==> src/verilog/dspt_pkg.sv <==
// constants, types and register map of the dual-slope pwm timer
// Contract
// - phase correct: falling slope uses old top, rising slope uses new top.
// - phase correct: output mode two is non-inverted, three is inverted pwm.
// - waveform reaches the pin only while its direction bit selects output.
// - phase correct: one action on up-count match, the opposite on down-count.
// - prescaler divides by 1, 8, 64, 256 or 1024; period 2*N*TOP.
// - compare at bottom holds output low, at top holds high; inverted opposite.
// - mode 11 with compare a output mode one toggles output a, 50% duty.
// - modes 8 and 9 select phase and frequency correct dual-slope pwm.
// - counter runs from bottom 0x0000 up to top, then back down.
// - freq correct non-inverting clears on up match, sets on down match.
// - active compare values load from buffers; modes differ in load moment.
// - freq correct top comes from capture or compare a; minimum top 0x0003.
`default_nettype none
package dspt_pkg;
  localparam int unsigned CNT_W = 16;
  localparam logic [4:0] REG_CTRL = 5'h00;
  localparam logic [4:0] REG_CMPA = 5'h04;
  localparam logic [4:0] REG_CMPB = 5'h08;
  localparam logic [4:0] REG_CAPTOP = 5'h0C;
  localparam logic [4:0] REG_COUNT = 5'h10;
  localparam logic [4:0] REG_STATUS = 5'h14;
  localparam logic [4:0] REG_PINDIR = 5'h18;
  localparam int unsigned CTRL_MODE_LSB = 0;
  localparam int unsigned CTRL_COMA_LSB = 4;
  localparam int unsigned CTRL_COMB_LSB = 6;
  localparam int unsigned CTRL_CS_LSB = 8;
  localparam logic [31:0] CTRL_RESET = 32'h0000_0000;
  localparam logic [15:0] CMP_RESET = 16'h0000;
  localparam logic [15:0] CAPTOP_RESET = 16'h0000;
  localparam logic [15:0] BOTTOM = 16'h0000;
  localparam logic [15:0] TOP_MIN = 16'h0003;
  localparam logic [15:0] TOP_8BIT = 16'h00FF;
  localparam logic [15:0] TOP_9BIT = 16'h01FF;
  localparam logic [15:0] TOP_10BIT = 16'h03FF;
  localparam logic [3:0] MODE_PC8 = 4'h1;
  localparam logic [3:0] MODE_PC9 = 4'h2;
  localparam logic [3:0] MODE_PC10 = 4'h3;
  localparam logic [3:0] MODE_PFC_CAP = 4'h8;
  localparam logic [3:0] MODE_PFC_CMPA = 4'h9;
  localparam logic [3:0] MODE_PC_CAP = 4'hA;
  localparam logic [3:0] MODE_PC_CMPA = 4'hB;
  localparam logic [1:0] COM_OFF = 2'h0;
  localparam logic [1:0] COM_TOGGLE = 2'h1;
  localparam logic [1:0] COM_NONINV = 2'h2;
  localparam logic [1:0] COM_INV = 2'h3;
  localparam logic [9:0] DIV1_M1 = 10'h000;
  localparam logic [9:0] DIV8_M1 = 10'h007;
  localparam logic [9:0] DIV64_M1 = 10'h03F;
  localparam logic [9:0] DIV256_M1 = 10'h0FF;
  localparam logic [9:0] DIV1024_M1 = 10'h3FF;
  localparam logic [1:0] RESP_OKAY = 2'h0;
  localparam logic [1:0] RESP_SLVERR = 2'h2;
  typedef enum logic [1:0] {DSPT_STOP, DSPT_PC, DSPT_PFC} dspt_kind_t;
endpackage
`default_nettype wire

==> src/verilog/dspt_cnt_if.sv <==
// counter state shared from the timer core to its compare units
`timescale 1ns/1ps
`default_nettype none
interface dspt_cnt_if;
  logic [15:0] count;
  logic [15:0] top;
  logic up;
  logic tick;
  logic reload;
  modport timer (output count, output top, output up, output tick, output reload);
  modport unit (input count, input top, input up, input tick, input reload);
endinterface
`default_nettype wire

==> src/verilog/dspt_top.sv <==
// dual-slope pwm timer with axi4-lite register access
//
// Added by the designer: the address map and the AXI4-Lite slave port.
`timescale 1ns/1ps
`default_nettype none
module dspt_top
  import dspt_pkg::*;
#(
  parameter int unsigned ADDR_W = 5
)
(
  input wire logic I_MCLK,
  input wire logic I_RST,
  input wire logic I_AXI_AWVALID,
  output logic O_AXI_AWREADY,
  input wire logic [ADDR_W-1:0] I_AXI_AWADDR,
  input wire logic [2:0] I_AXI_AWPROT,
  input wire logic I_AXI_WVALID,
  output logic O_AXI_WREADY,
  input wire logic [31:0] I_AXI_WDATA,
  input wire logic [3:0] I_AXI_WSTRB,
  output logic O_AXI_BVALID,
  input wire logic I_AXI_BREADY,
  output logic [1:0] O_AXI_BRESP,
  input wire logic I_AXI_ARVALID,
  output logic O_AXI_ARREADY,
  input wire logic [ADDR_W-1:0] I_AXI_ARADDR,
  input wire logic [2:0] I_AXI_ARPROT,
  output logic O_AXI_RVALID,
  input wire logic I_AXI_RREADY,
  output logic [31:0] O_AXI_RDATA,
  output logic [1:0] O_AXI_RRESP,
  output logic O_WAVE_A,
  output logic O_WAVE_A_OE,
  output logic O_WAVE_B,
  output logic O_WAVE_B_OE
);
  dspt_cnt_if cnt_if ();

  logic [31:0] ctrl_q;
  logic [15:0] cmpa_buf_q;
  logic [15:0] cmpb_buf_q;
  logic [15:0] captop_q;
  logic [1:0] pindir_q;
  logic aw_full_q;
  logic w_full_q;
  logic [ADDR_W-1:0] aw_addr_q;
  logic [31:0] w_data_q;
  logic [3:0] w_strb_q;
  logic bvalid_q;
  logic [1:0] bresp_q;
  logic rvalid_q;
  logic [31:0] rdata_q;
  logic [1:0] rresp_q;
  logic do_write;
  logic [9:0] psc_q;
  logic [15:0] count_q;
  logic [15:0] top_q;
  logic up_q;
  logic tick;
  logic at_top;
  logic at_bottom;
  logic reload;
  logic [15:0] top_src;
  logic cnt_write;
  logic [3:0] mode;
  dspt_kind_t kind;
  logic [1:0] com_a;
  logic [1:0] com_b;
  logic [2:0] cs;
  logic wave_a;
  logic wave_b;
  logic [15:0] active_a;
  logic [15:0] active_b;
  logic pin_a_q;
  logic pin_b_q;
  logic pin_a_oe_q;
  logic pin_b_oe_q;

  function automatic logic [31:0] merge(input logic [31:0] old, input logic [31:0] data,
                                        input logic [3:0] strb);
    logic [31:0] res;
    res = old;
    for (int i = 0; i < 4; i++)
    begin
      if (strb[i])
        res[i*8 +: 8] = data[i*8 +: 8];
    end
    return res;
  endfunction

  function automatic logic mapped(input logic [ADDR_W-1:0] a);
    logic hit;
    hit = (a == REG_CTRL) || (a == REG_CMPA) || (a == REG_CMPB) || (a == REG_CAPTOP) ||
          (a == REG_COUNT) || (a == REG_STATUS) || (a == REG_PINDIR);
    return hit;
  endfunction

  // prescaler terminal count minus one; select zero stops the timer
  function automatic logic [9:0] div_m1(input logic [2:0] sel);
    logic [9:0] d;
    case (sel)
      3'h1: d = DIV1_M1;
      3'h2: d = DIV8_M1;
      3'h3: d = DIV64_M1;
      3'h4: d = DIV256_M1;
      3'h5: d = DIV1024_M1;
      default: d = DIV1_M1;
    endcase
    return d;
  endfunction

  assign mode = ctrl_q[CTRL_MODE_LSB +: 4];
  assign com_a = ctrl_q[CTRL_COMA_LSB +: 2];
  assign com_b = ctrl_q[CTRL_COMB_LSB +: 2];
  assign cs = ctrl_q[CTRL_CS_LSB +: 3];

  // write path: address and data may arrive in either order
  assign O_AXI_AWREADY = !aw_full_q;
  assign O_AXI_WREADY = !w_full_q;
  assign do_write = aw_full_q && w_full_q && !bvalid_q;
  assign cnt_write = do_write && (aw_addr_q == REG_COUNT);

  always_ff @(posedge I_MCLK)
  begin
    if (I_RST)
    begin
      aw_full_q <= 1'b0;
      aw_addr_q <= '0;
    end
    else if (I_AXI_AWVALID && !aw_full_q)
    begin
      aw_full_q <= 1'b1;
      aw_addr_q <= I_AXI_AWADDR;
    end
    else if (do_write)
      aw_full_q <= 1'b0;
  end

  always_ff @(posedge I_MCLK)
  begin
    if (I_RST)
    begin
      w_full_q <= 1'b0;
      w_data_q <= 32'h0000_0000;
      w_strb_q <= 4'h0;
    end
    else if (I_AXI_WVALID && !w_full_q)
    begin
      w_full_q <= 1'b1;
      w_data_q <= I_AXI_WDATA;
      w_strb_q <= I_AXI_WSTRB;
    end
    else if (do_write)
      w_full_q <= 1'b0;
  end

  always_ff @(posedge I_MCLK)
  begin
    if (I_RST)
    begin
      bvalid_q <= 1'b0;
      bresp_q <= RESP_OKAY;
    end
    else if (do_write)
    begin
      bvalid_q <= 1'b1;
      bresp_q <= mapped(aw_addr_q) ? RESP_OKAY : RESP_SLVERR;
    end
    else if (I_AXI_BREADY)
      bvalid_q <= 1'b0;
  end

  // status and count are read-only apart from the count preset
  always_ff @(posedge I_MCLK)
  begin
    if (I_RST)
    begin
      ctrl_q <= CTRL_RESET;
      cmpa_buf_q <= CMP_RESET;
      cmpb_buf_q <= CMP_RESET;
      captop_q <= CAPTOP_RESET;
      pindir_q <= 2'h0;
    end
    else if (do_write)
    begin
      case (aw_addr_q)
        REG_CTRL: ctrl_q <= merge(ctrl_q, w_data_q, w_strb_q) & 32'h0000_07FF;
        REG_CMPA: cmpa_buf_q <= 16'(merge({16'h0000, cmpa_buf_q}, w_data_q, w_strb_q));
        REG_CMPB: cmpb_buf_q <= 16'(merge({16'h0000, cmpb_buf_q}, w_data_q, w_strb_q));
        REG_CAPTOP: captop_q <= 16'(merge({16'h0000, captop_q}, w_data_q, w_strb_q));
        REG_PINDIR: pindir_q <= 2'(merge({30'h0, pindir_q}, w_data_q, w_strb_q));
        default: ;
      endcase
    end
  end

  assign O_AXI_ARREADY = !rvalid_q;

  always_ff @(posedge I_MCLK)
  begin
    if (I_RST)
    begin
      rvalid_q <= 1'b0;
      rdata_q <= 32'h0000_0000;
      rresp_q <= RESP_OKAY;
    end
    else if (I_AXI_ARVALID && !rvalid_q)
    begin
      rvalid_q <= 1'b1;
      rresp_q <= mapped(I_AXI_ARADDR) ? RESP_OKAY : RESP_SLVERR;
      case (I_AXI_ARADDR)
        REG_CTRL: rdata_q <= ctrl_q;
        REG_CMPA: rdata_q <= {16'h0000, cmpa_buf_q};
        REG_CMPB: rdata_q <= {16'h0000, cmpb_buf_q};
        REG_CAPTOP: rdata_q <= {16'h0000, captop_q};
        REG_COUNT: rdata_q <= {16'h0000, count_q};
        REG_STATUS: rdata_q <= {top_q, 15'h0000, up_q};
        REG_PINDIR: rdata_q <= {30'h0, pindir_q};
        default: rdata_q <= 32'h0000_0000;
      endcase
    end
    else if (I_AXI_RREADY)
      rvalid_q <= 1'b0;
  end

  // mode decode; unlisted modes leave the counter frozen
  always_comb
  begin
    kind = DSPT_STOP;
    top_src = TOP_8BIT;
    case (mode)
      MODE_PC8: kind = DSPT_PC;
      MODE_PC9:
      begin
        kind = DSPT_PC;
        top_src = TOP_9BIT;
      end
      MODE_PC10:
      begin
        kind = DSPT_PC;
        top_src = TOP_10BIT;
      end
      MODE_PC_CAP:
      begin
        kind = DSPT_PC;
        top_src = captop_q;
      end
      MODE_PC_CMPA:
      begin
        kind = DSPT_PC;
        top_src = cmpa_buf_q;
      end
      MODE_PFC_CAP:
      begin
        kind = DSPT_PFC;
        top_src = captop_q;
      end
      MODE_PFC_CMPA:
      begin
        kind = DSPT_PFC;
        top_src = cmpa_buf_q;
      end
      default: kind = DSPT_STOP;
    endcase
    // in frequency correct mode a top below 3 would collapse the dual slope, so it is raised
    if (kind == DSPT_PFC && top_src < TOP_MIN)
      top_src = TOP_MIN;
  end

  always_ff @(posedge I_MCLK)
  begin
    if (I_RST)
      psc_q <= 10'h000;
    else if (cs == 3'h0 || psc_q >= div_m1(cs))
      psc_q <= 10'h000;
    else
      psc_q <= psc_q + 10'h001;
  end

  assign tick = (cs != 3'h0) && (cs <= 3'h5) && (psc_q >= div_m1(cs)) &&
                (kind != DSPT_STOP);
  assign at_top = count_q >= top_q;
  assign at_bottom = count_q == BOTTOM;
  // reload point picks when top and compare buffers take effect
  assign reload = tick && ((kind == DSPT_PFC) ? at_bottom : (at_top && up_q));

  // top is only sampled at the reload point, so a change in phase correct
  // mode bends the next slope only and the period comes out uneven
  always_ff @(posedge I_MCLK)
  begin
    if (I_RST)
      top_q <= TOP_8BIT;
    else if (reload)
      top_q <= top_src;
  end

  always_ff @(posedge I_MCLK)
  begin
    if (I_RST)
    begin
      count_q <= BOTTOM;
      up_q <= 1'b1;
    end
    else if (cnt_write)
      count_q <= 16'(merge({16'h0000, count_q}, w_data_q, w_strb_q));
    else if (tick)
    begin
      if (up_q && at_top)
      begin
        up_q <= 1'b0;
        count_q <= (count_q == BOTTOM) ? BOTTOM : count_q - 16'h0001;
      end
      else if (!up_q && at_bottom)
      begin
        up_q <= 1'b1;
        count_q <= count_q + 16'h0001;
      end
      else if (up_q)
        count_q <= count_q + 16'h0001;
      else
        count_q <= count_q - 16'h0001;
    end
  end

  assign cnt_if.count = count_q;
  assign cnt_if.top = top_q;
  assign cnt_if.up = up_q;
  assign cnt_if.tick = tick;
  assign cnt_if.reload = reload;

  dspt_cmp_unit u_cmp_a (
    .i_clk(I_MCLK),
    .i_rst(I_RST),
    .cnt(cnt_if),
    .i_com(com_a),
    .i_buf(cmpa_buf_q),
    .i_toggle_ok(mode == MODE_PC_CMPA),
    .o_wave(wave_a),
    .o_active(active_a)
  );

  dspt_cmp_unit u_cmp_b (
    .i_clk(I_MCLK),
    .i_rst(I_RST),
    .cnt(cnt_if),
    .i_com(com_b),
    .i_buf(cmpb_buf_q),
    .i_toggle_ok(1'b0),
    .o_wave(wave_b),
    .o_active(active_b)
  );

  // pin drives only with an output mode and direction set to output
  always_ff @(posedge I_MCLK)
  begin
    if (I_RST)
    begin
      pin_a_q <= 1'b0;
      pin_b_q <= 1'b0;
      pin_a_oe_q <= 1'b0;
      pin_b_oe_q <= 1'b0;
    end
    else
    begin
      pin_a_oe_q <= pindir_q[0] && (com_a != COM_OFF);
      pin_b_oe_q <= pindir_q[1] && (com_b != COM_OFF);
      pin_a_q <= pindir_q[0] && (com_a != COM_OFF) && wave_a;
      pin_b_q <= pindir_q[1] && (com_b != COM_OFF) && wave_b;
    end
  end

  assign O_WAVE_A = pin_a_q;
  assign O_WAVE_A_OE = pin_a_oe_q;
  assign O_WAVE_B = pin_b_q;
  assign O_WAVE_B_OE = pin_b_oe_q;
  assign O_AXI_BVALID = bvalid_q;
  assign O_AXI_BRESP = bresp_q;
  assign O_AXI_RVALID = rvalid_q;
  assign O_AXI_RDATA = rdata_q;
  assign O_AXI_RRESP = rresp_q;
endmodule
`default_nettype wire

==> src/verilog/dspt_cmp_unit.sv <==
// one compare channel: buffered compare value and waveform register
`timescale 1ns/1ps
`default_nettype none
module dspt_cmp_unit
  import dspt_pkg::*;
(
  input wire logic i_clk,
  input wire logic i_rst,
  dspt_cnt_if.unit cnt,
  input wire logic [1:0] i_com,
  input wire logic [15:0] i_buf,
  input wire logic i_toggle_ok,
  output logic o_wave,
  output logic [15:0] o_active
);
  logic [15:0] active_q;
  logic wave_q;
  logic wave_d;
  logic match;
  logic non_inv;

  // active value follows the buffer only at the reload point
  always_ff @(posedge i_clk)
  begin
    if (i_rst)
      active_q <= CMP_RESET;
    else if (cnt.reload)
      active_q <= i_buf;
  end

  assign match = cnt.tick && (cnt.count == active_q);

  always_comb
  begin
    // inverted modes store the complement, so undo it before deciding
    non_inv = (i_com == COM_INV) ? !wave_q : wave_q;
    wave_d = wave_q;
    if (active_q >= cnt.top)
      non_inv = 1'b1;
    else if (active_q == BOTTOM)
      non_inv = 1'b0;
    else if (match)
      non_inv = !cnt.up;
    case (i_com)
      COM_NONINV: if (cnt.tick) wave_d = non_inv;
      COM_INV: if (cnt.tick) wave_d = !non_inv;
      COM_TOGGLE: if (match && i_toggle_ok) wave_d = !wave_q;
      default: wave_d = wave_q;
    endcase
  end

  // waveform keeps running even while the pin is an input
  always_ff @(posedge i_clk)
  begin
    if (i_rst)
      wave_q <= 1'b0;
    else
      wave_q <= wave_d;
  end

  assign o_wave = wave_q;
  assign o_active = active_q;
endmodule
`default_nettype wire

==> config.mk <==
export PLATFORM = sky130hd
export DESIGN_NAME = dspt_top
export DESIGN_NICKNAME = d
export VERILOG_FILES = /design/src/verilog/dspt_pkg.sv /design/src/verilog/dspt_cnt_if.sv /design/src/verilog/dspt_top.sv /design/src/verilog/dspt_cmp_unit.sv
export SDC_FILE = /design/constraint.sdc
export NUM_CORES = 1
export LEC_CHECK = 0
export BUFFER_PORTS_ARGS = -buffer_cell sky130_fd_sc_hd__buf_4
export CAP_MARGIN = 20
export CORE_MARGIN = 2
export CORE_UTILIZATION = 45
export DETAILED_ROUTE_END_ITERATION = 8
export PLACE_DENSITY = 0.73
export SYNTH_ARGS = -nofsm -noshare
export SYNTH_HDL_FRONTEND = slang
export SYNTH_HIERARCHICAL = 1
export SYNTH_SLANG_ARGS = --single-unit
==> constraint.sdc <==
create_clock -name I_MCLK -period 4.6 [get_ports I_MCLK]
set_input_delay 0 -clock I_MCLK [delete_from_list [all_inputs] [get_ports I_MCLK]]
set_output_delay 0 -clock I_MCLK [all_outputs]
set_load 0.02 [all_outputs]
-- After elaboration in Yosys (flattened, before gate mapping)
Cells that the tools add are included.
- bits in registers: 205
- input bits: 59
- output and inout bits: 45
- logic and storage cells: 201
- add/sub/neg operators: 3
- $lt $le $gt $ge: 7
- equality and inequality tests: 38
- mux-type cells: 41
- bitwise gates (word level): 1
- reduce and logical (&&, ||, !) cells: 79
- operator list (cell ; number):
    32-bit case mux with 7 select lines ; 1
    16-bit two-way mux ; 7
    16-bit case mux with 4 select lines ; 1
    16-bit greater-or-equal comparator ; 3
    16-bit zero test ; 3
    10-bit case mux with 4 select lines ; 1
    3-bit AND reduction ; 11
    16-bit == test ; 2
    5-bit == test (second input constant) ; 6
    1-bit two-way mux ; 23
    5-bit by 4-bit == test with 1-bit output (second input constant) ; 4
    10-bit greater-or-equal comparator ; 2
    1-bit logical AND ; 20
    2-bit nonzero test ; 10
    16-bit by 1-bit adder with 16-bit output (second input constant) ; 1
    4-bit == test (second input constant) ; 4
    16-bit by 2-bit < comparator with 1-bit output (second input constant) ; 1
    8-bit two-way mux ; 2
    16-bit by 1-bit subtractor with 16-bit output (second input constant) ; 1
    1-bit logical OR ; 13
    2-bit != test (second input constant) ; 6
    10-bit by 1-bit adder with 10-bit output (second input constant) ; 1
    2-bit == test (second input constant) ; 5
    5-bit by 3-bit == test with 1-bit output (second input constant) ; 2
    21 further kinds ; 39

-- Logic depth before layout (Yosys ltp)
- word-level depth: 12
- gate-level depth with buffers: 16
- depth with buffers taken out: 14

-- By module
Netlist, hierarchy kept.
- modules (own cells, without submodules) (module ; times used ; cells an instance ; area each (um^2) ; seq. area each (um^2)):
    dspt_top ; 1 ; 978 ; 8339.2 ; 3383.2
    dspt_cmp_unit ; 2 ; 152 ; 1307.5 ; 340.3

-- Worst setup path after synthesis
OpenSTA, ideal clock, no wires.
- path kind: reg-to-reg
- start point: reg ctrl_q[10]
- end point: reg u_cmp_a.active_q[0], in the netlist u_cmp_a/o_active[0]
- library setup time: 128 ps
- arrival: 3614 ps
- data required time: 4472 ps
- setup slack: 858 ps
- stages on the path, launching flop included: 16
- buffers on the path: 4
- clock period less this slack: 3742 ps
- cell sequence: dfxtp_1 > nor2b_1 > or2_2 > ha_1 > nand2b_1 > a2111oi_0 > o311ai_1 > and2_1 > o311a_1 > o21a_1 > buf_2 > buf_2 > clkbuf_1 > clkbuf_1 > mux2i_1 > nor2_1
- cells in the longest elaborated chain, start to end: 6
- elaborated cells between the ends (all ways): 12
- those cells by class: 2 x order compare; 4 x eq/ne; 1 x mux; 5 x reduce/logical
- ends and longest elaborated chain (item ; RTL line ; RTL):
    from (decl) ; dspt_top.sv:40 ; logic [31:0] ctrl_q;
    from (signal assigned) ; dspt_top.sv:188 ; REG_CTRL: ctrl_q <= merge(ctrl_q, w_data_q, w_strb_q) & 32'h0000_07FF;
    3-bit == test / 3-bit by 2-bit == test with 1-bit output (equally long branches) ; dspt_top.sv:102 ; case (sel)
    10-bit case mux with 4 select lines ; dspt_top.sv:102 ;
    10-bit greater-or-equal comparator ; dspt_top.sv:281 ; assign tick = (cs != 3'h0) && (cs <= 3'h5) && (psc_q >= div_m1(cs)) &&
    1-bit logical AND (*) (2 in series) ; dspt_top.sv:281 ;
    net cnt_if.tick ; dspt_cnt_if.sv:8 ; logic tick;
    1-bit logical AND (*) ; dspt_top.sv:286 ; assign reload = tick && ((kind == DSPT_PFC) ? at_bottom : (at_top && up_q));
    net cnt_if.reload ; dspt_cnt_if.sv:9 ; logic reload;
    to (signal assigned) ; dspt_cmp_unit.sv:28 ; active_q <= i_buf;
    to (decl) ; dspt_cmp_unit.sv:16 ; logic [15:0] active_q;
Mark *: on every way through the listed nets, which the timed path passes. The rest lies on a longest branch.
A chain may end at the register's enable or synchronous reset.

-- Worst setup path after layout
- start point: reg ctrl_q[10]
- end point: reg u_cmp_a.active_q[11], in the netlist u_cmp_a/o_active[11]
- cells in the longest elaborated chain, start to end: 6
- elaborated cells between the ends (all ways): 12
- those cells by class: 2 x order compare; 4 x eq/ne; 1 x mux; 5 x reduce/logical
- ends and longest elaborated chain (item ; RTL line):
    3-bit == test / 3-bit by 2-bit == test with 1-bit output (equally long branches) ; dspt_top.sv:102
    10-bit case mux with 4 select lines ; dspt_top.sv:102
    10-bit greater-or-equal comparator ; dspt_top.sv:281
    1-bit logical AND (*) (2 in series) ; dspt_top.sv:281
    net cnt_if.tick ; dspt_cnt_if.sv:8
    1-bit logical AND (*) ; dspt_top.sv:286
Marks and branches as above.

==> flow_summary_export.csv <==
group,metric,value,unit
route,drcViolationCount,0,
setup_path,cp_num_buf_inv,2,
clock_network,root_buffer,"clkbuf_16",
setup_path,critPathArrivalTime,4.25,ns
synth,netlist-cell-type-count,74,
cells_and_area,layout.nets,1483,
synth,seq_area_frac_synth,37.1,%
setup_path,end_kind,"flip-flop",
global_routing,antenna_found_initial,1,
floorplan,die_w,160,um
setup_path,r2r-start,"ctrl_q[10]",
synth,ys_seq_elements,203,
timing,hold_slack,0.0218,ns
synth,yosysWarnings,6,
floorplan,std_cell_rows,57,
cells_and_area,num-fill-cells,2175,
pwr,max-vdd-ir-drop,0.000230,V
clock_network,clockBufferDepth,3,
synth,synth_area,11000,um2
clock_network,clkTransAtPathRegs,0.06,ns
synth,synth_commonest_cells,"207 x nor2_1, 203 x dfxtp_1, 130 x mux2i_1",
outcome,status,"complete, no violations",
timing,finalHoldViolCount,0,
setup_path,critPathTopFamily,"compound AO/OA/AOI/OAI gates",
setup_path,path_cells,"nor2b_1, or2_2, inv_1, ha_1, o21a_1, nor2_1, o311ai_1, and2_1, o311a_1, o21a_2, buf_12, mux2i_1, nor2_1",
route,firstDrtPassIters,6,
pwr,power_frac_seq,43.2,%
synth,yosysTopAreaCellShare,37.1,%
clock_network,postCtsResizedCells,0,
timing,setup_violations,0,
floorplan,die_h,160,um
floorplan,start_util,45.4,%
placed_design,place_congestion,0.941,
pwr,power_switching_share,27.0,%
synth,async_reset_ff_share,0,%
placed_design,placed_area,11800,um2
pwr,power.density,332,nW/um2
route,drtAntennaViolNets,0,
pwr,p_comb_share,14.4,%
setup_path,critPathSlowestCell,"o311a_1",
floorplan,pin_count,104,
route,routed_wl,34600,um
route,via_per_inst,5.92,
setup_path,setup.worst_path.end,"u_cmp_a/o_active[11]",
clock_network,cts.sinks,203,
setup_path,rr_endpoint,"u_cmp_a/o_active[11]",
run,cap_violations,0,
timing,drv_slew,0,
setup_path,worst-path-max-fanout,43,
setup_path,setup.worst_path.class,"flip-flop to flip-flop",
cells_and_area,area_growth_syn_to_layout,17.3,%
pwr,p_clk_share,42.5,%
timing,period_minus_slack,3.88,ns
cells_and_area,drive_gt1_share,11.8,%
cells_and_area,postLayoutCellArea,12900,um2
setup_path,critPathRequiredTime,4.97,ns
timing,fmax,258,MHz
timing,setup_tns,0,ns
synth,synth-edff-count,0,
timing,timing.final.ws_setup,0.718,ns
floorplan,core,24100,um2
setup_path,startpoint,"ctrl_q[10]",
placed_design,hpwl,24800,um
pwr,switching_power,0.00115,W
global_routing,grt_max_degree,93,
pwr,leakage,5.57,nW
setup_path,cpMostUsedCell,"nor2_1",
timing,fin_skew,0.0250,ns
synth,syn_inst,1282,
clock_network,h-tree-depth,1,
route,vias,10080,
pwr,internal_power,0.00312,W
floorplan,die-area,25600,um2
timing,fin_crit_sh,84.4,%
clock_network,cts_tree,"yes",
placed_design,io_buffers,77,
timing,tightestPinTransition,0.930,ns
clock_network,insertion_delay,0.52,ns
global_routing,grt_usage,26.1,%
global_routing,grt_pass1_vias,9237,
setup_path,cp.depth,13,
setup_path,r2r_cells,13,
synth,ys_top_cells_by_area,"dfxtp_1 37%, mux2i_1 12%, nor2_1 7.1%",
placed_design,place_ws,0.832,ns
setup_path,slowest_delay,0.55,ns
timing,timing.slew.headroom,38.0,%
synth,synth_most_common_cell,"nor2_1",
global_routing,grt_first_pass_wirelength,52700,um
global_routing,grt_overflow,0,
route,routedWlPerCell,20.4,um
synth,yosys.area.top_type,"dfxtp_1",
hold_path,hold_class,"input port to flip-flop",
setup_path,r2r_slack,0.72,ns
cells_and_area,layout.cells.non_filler,1702,
route,drtIter0Drc,1277,
setup_path,cp-start-kind,"flip-flop",
clock_network,numCtsBuffers,22,
placed_design,dp.cells,1630,
timing,rsz0062_at_grt,"no",
synth,syn-mean-instance-area,8.54,um2
synth,ys.flop_type,"dfxtp_1",
hold_path,hold_depth,5,
worst reg2reg max path, stage by stage, from the launching register on:
cell	delay, ns
dfxtp_1	0.47
nor2b_1	0.28
or2_2	0.17
inv_1	0.05
ha_1	0.27
o21a_1	0.11
nor2_1	0.03
o311ai_1	0.42
and2_1	0.21
o311a_1	0.55
o21a_2	0.49
buf_12	0.33
mux2i_1	0.27
nor2_1	0.07
kinds of logic after synthesis:
group,synth area share [%]
and+or+nand+nor,19.9
AOI/OAI and AO/OA,14.1
DFF,37.1
muxes,13.1
adders and majority gates,6.97
xor gates and xnor gates,3.60
buffers and inverters,5.27
other,0.0342
stage by stage:
| step | utilization [%] | power (W) |
|---|---|---|
| floorplan | - | 0.00230 |
| global placement | 48.9 | 0.00244 |
| detailed placement | 48.9 | 0.00246 |
| CTS | 53.2 | 0.00428 |
| global route | 53.3 | 0.00442 |
| finish | 53.3 | 0.00427 |
sequential cells by signal, summed over array words and instances, names as in the netlist, 2 cells and up:
register,cells
cmpb_buf_q,16
ctrl_q,11
captop_q,16
pindir_q,2
cmpa_buf_q,16
psc_q,10
O_AXI_RDATA,32
w_strb_q,2
aw_addr_q,5
u_cmp_b/o_active,16
cnt_if.count,16
u_cmp_a/o_active,16
cnt_if.top,16
w_data_q,16
power by group through the flow:
stage                     combinational [W]  clock (W)  sequential, W
after floorplan                    0.000447          0        0.00185
after CTS                          0.000599    0.00184        0.00184
final                              0.000614    0.00181        0.00184
after detailed placement           0.000574          0        0.00188
after global placement             0.000565          0        0.00188
after global routing               0.000657    0.00192        0.00184
worst min-delay path by stage:
stage | end | slack [ns] | start
after floorplan | O_AXI_RVALID | 0.1 | I_AXI_RREADY
after global placement | O_AXI_RVALID | 0.19 | I_AXI_RREADY
after detailed placement | O_AXI_RVALID | 0.19 | I_AXI_RREADY
after CTS | O_AXI_RDATA[0] | 0.008 | I_AXI_ARADDR[2]
after global routing | O_AXI_RRESP[1] | 0.04 | I_AXI_ARVALID
final | O_AXI_RDATA[0] | 0.02 | I_AXI_ARADDR[2]
final cells by class:
cell class	count	area [um2]	area share, %
multi-input cells	938	6320	49.2
well taps	324	405	3.15
clock inverters	10	143	1.11
inverters	68	255	1.99
clock buffers	28	593	4.61
diodes	1	2.50	0.0195
flip-flops and latches	203	4060	31.6
repair buffers	130	1070	8.32
layout by cell type, fill, tap and decap left out, types with 7 or more instances in the layout:
cell type / n
nor2_1: 207
dfxtp_1: 203
mux2i_1: 130
buf_4: 97
nand2_1: 95
a21oi_1: 72
inv_1: 68
ha_1: 61
nand3_1: 40
xnor2_1: 38
a22oi_1: 37
dlygate4sd3_1: 29
nor3_1: 23
clkbuf_16: 22
nand4_1: 17
o21ai_0: 17
nor2b_1: 16
nor4_1: 16
and3_1: 15
a211oi_1: 12
o211ai_1: 11
a222oi_1: 11
a31oi_1: 10
xor2_1: 7
layer usage:
metal / GRT usage (%) / wire length, um / up-vias
met4: 11.4 / 1580 / 0
li1: - / - / 4704
met3: 4.31 / 3460 / 98
met5: 0 / 0 / -
met1: 35.8 / 14400 / 4731
met2: 40.8 / 15200 / 547
what timing repair did:
action	in CTS	in global routing
hold buffers	29	0
setup buffers	0	0
endpoints found under the hold margin	95	0
Note: power is estimated with default switching activity, not from simulation.
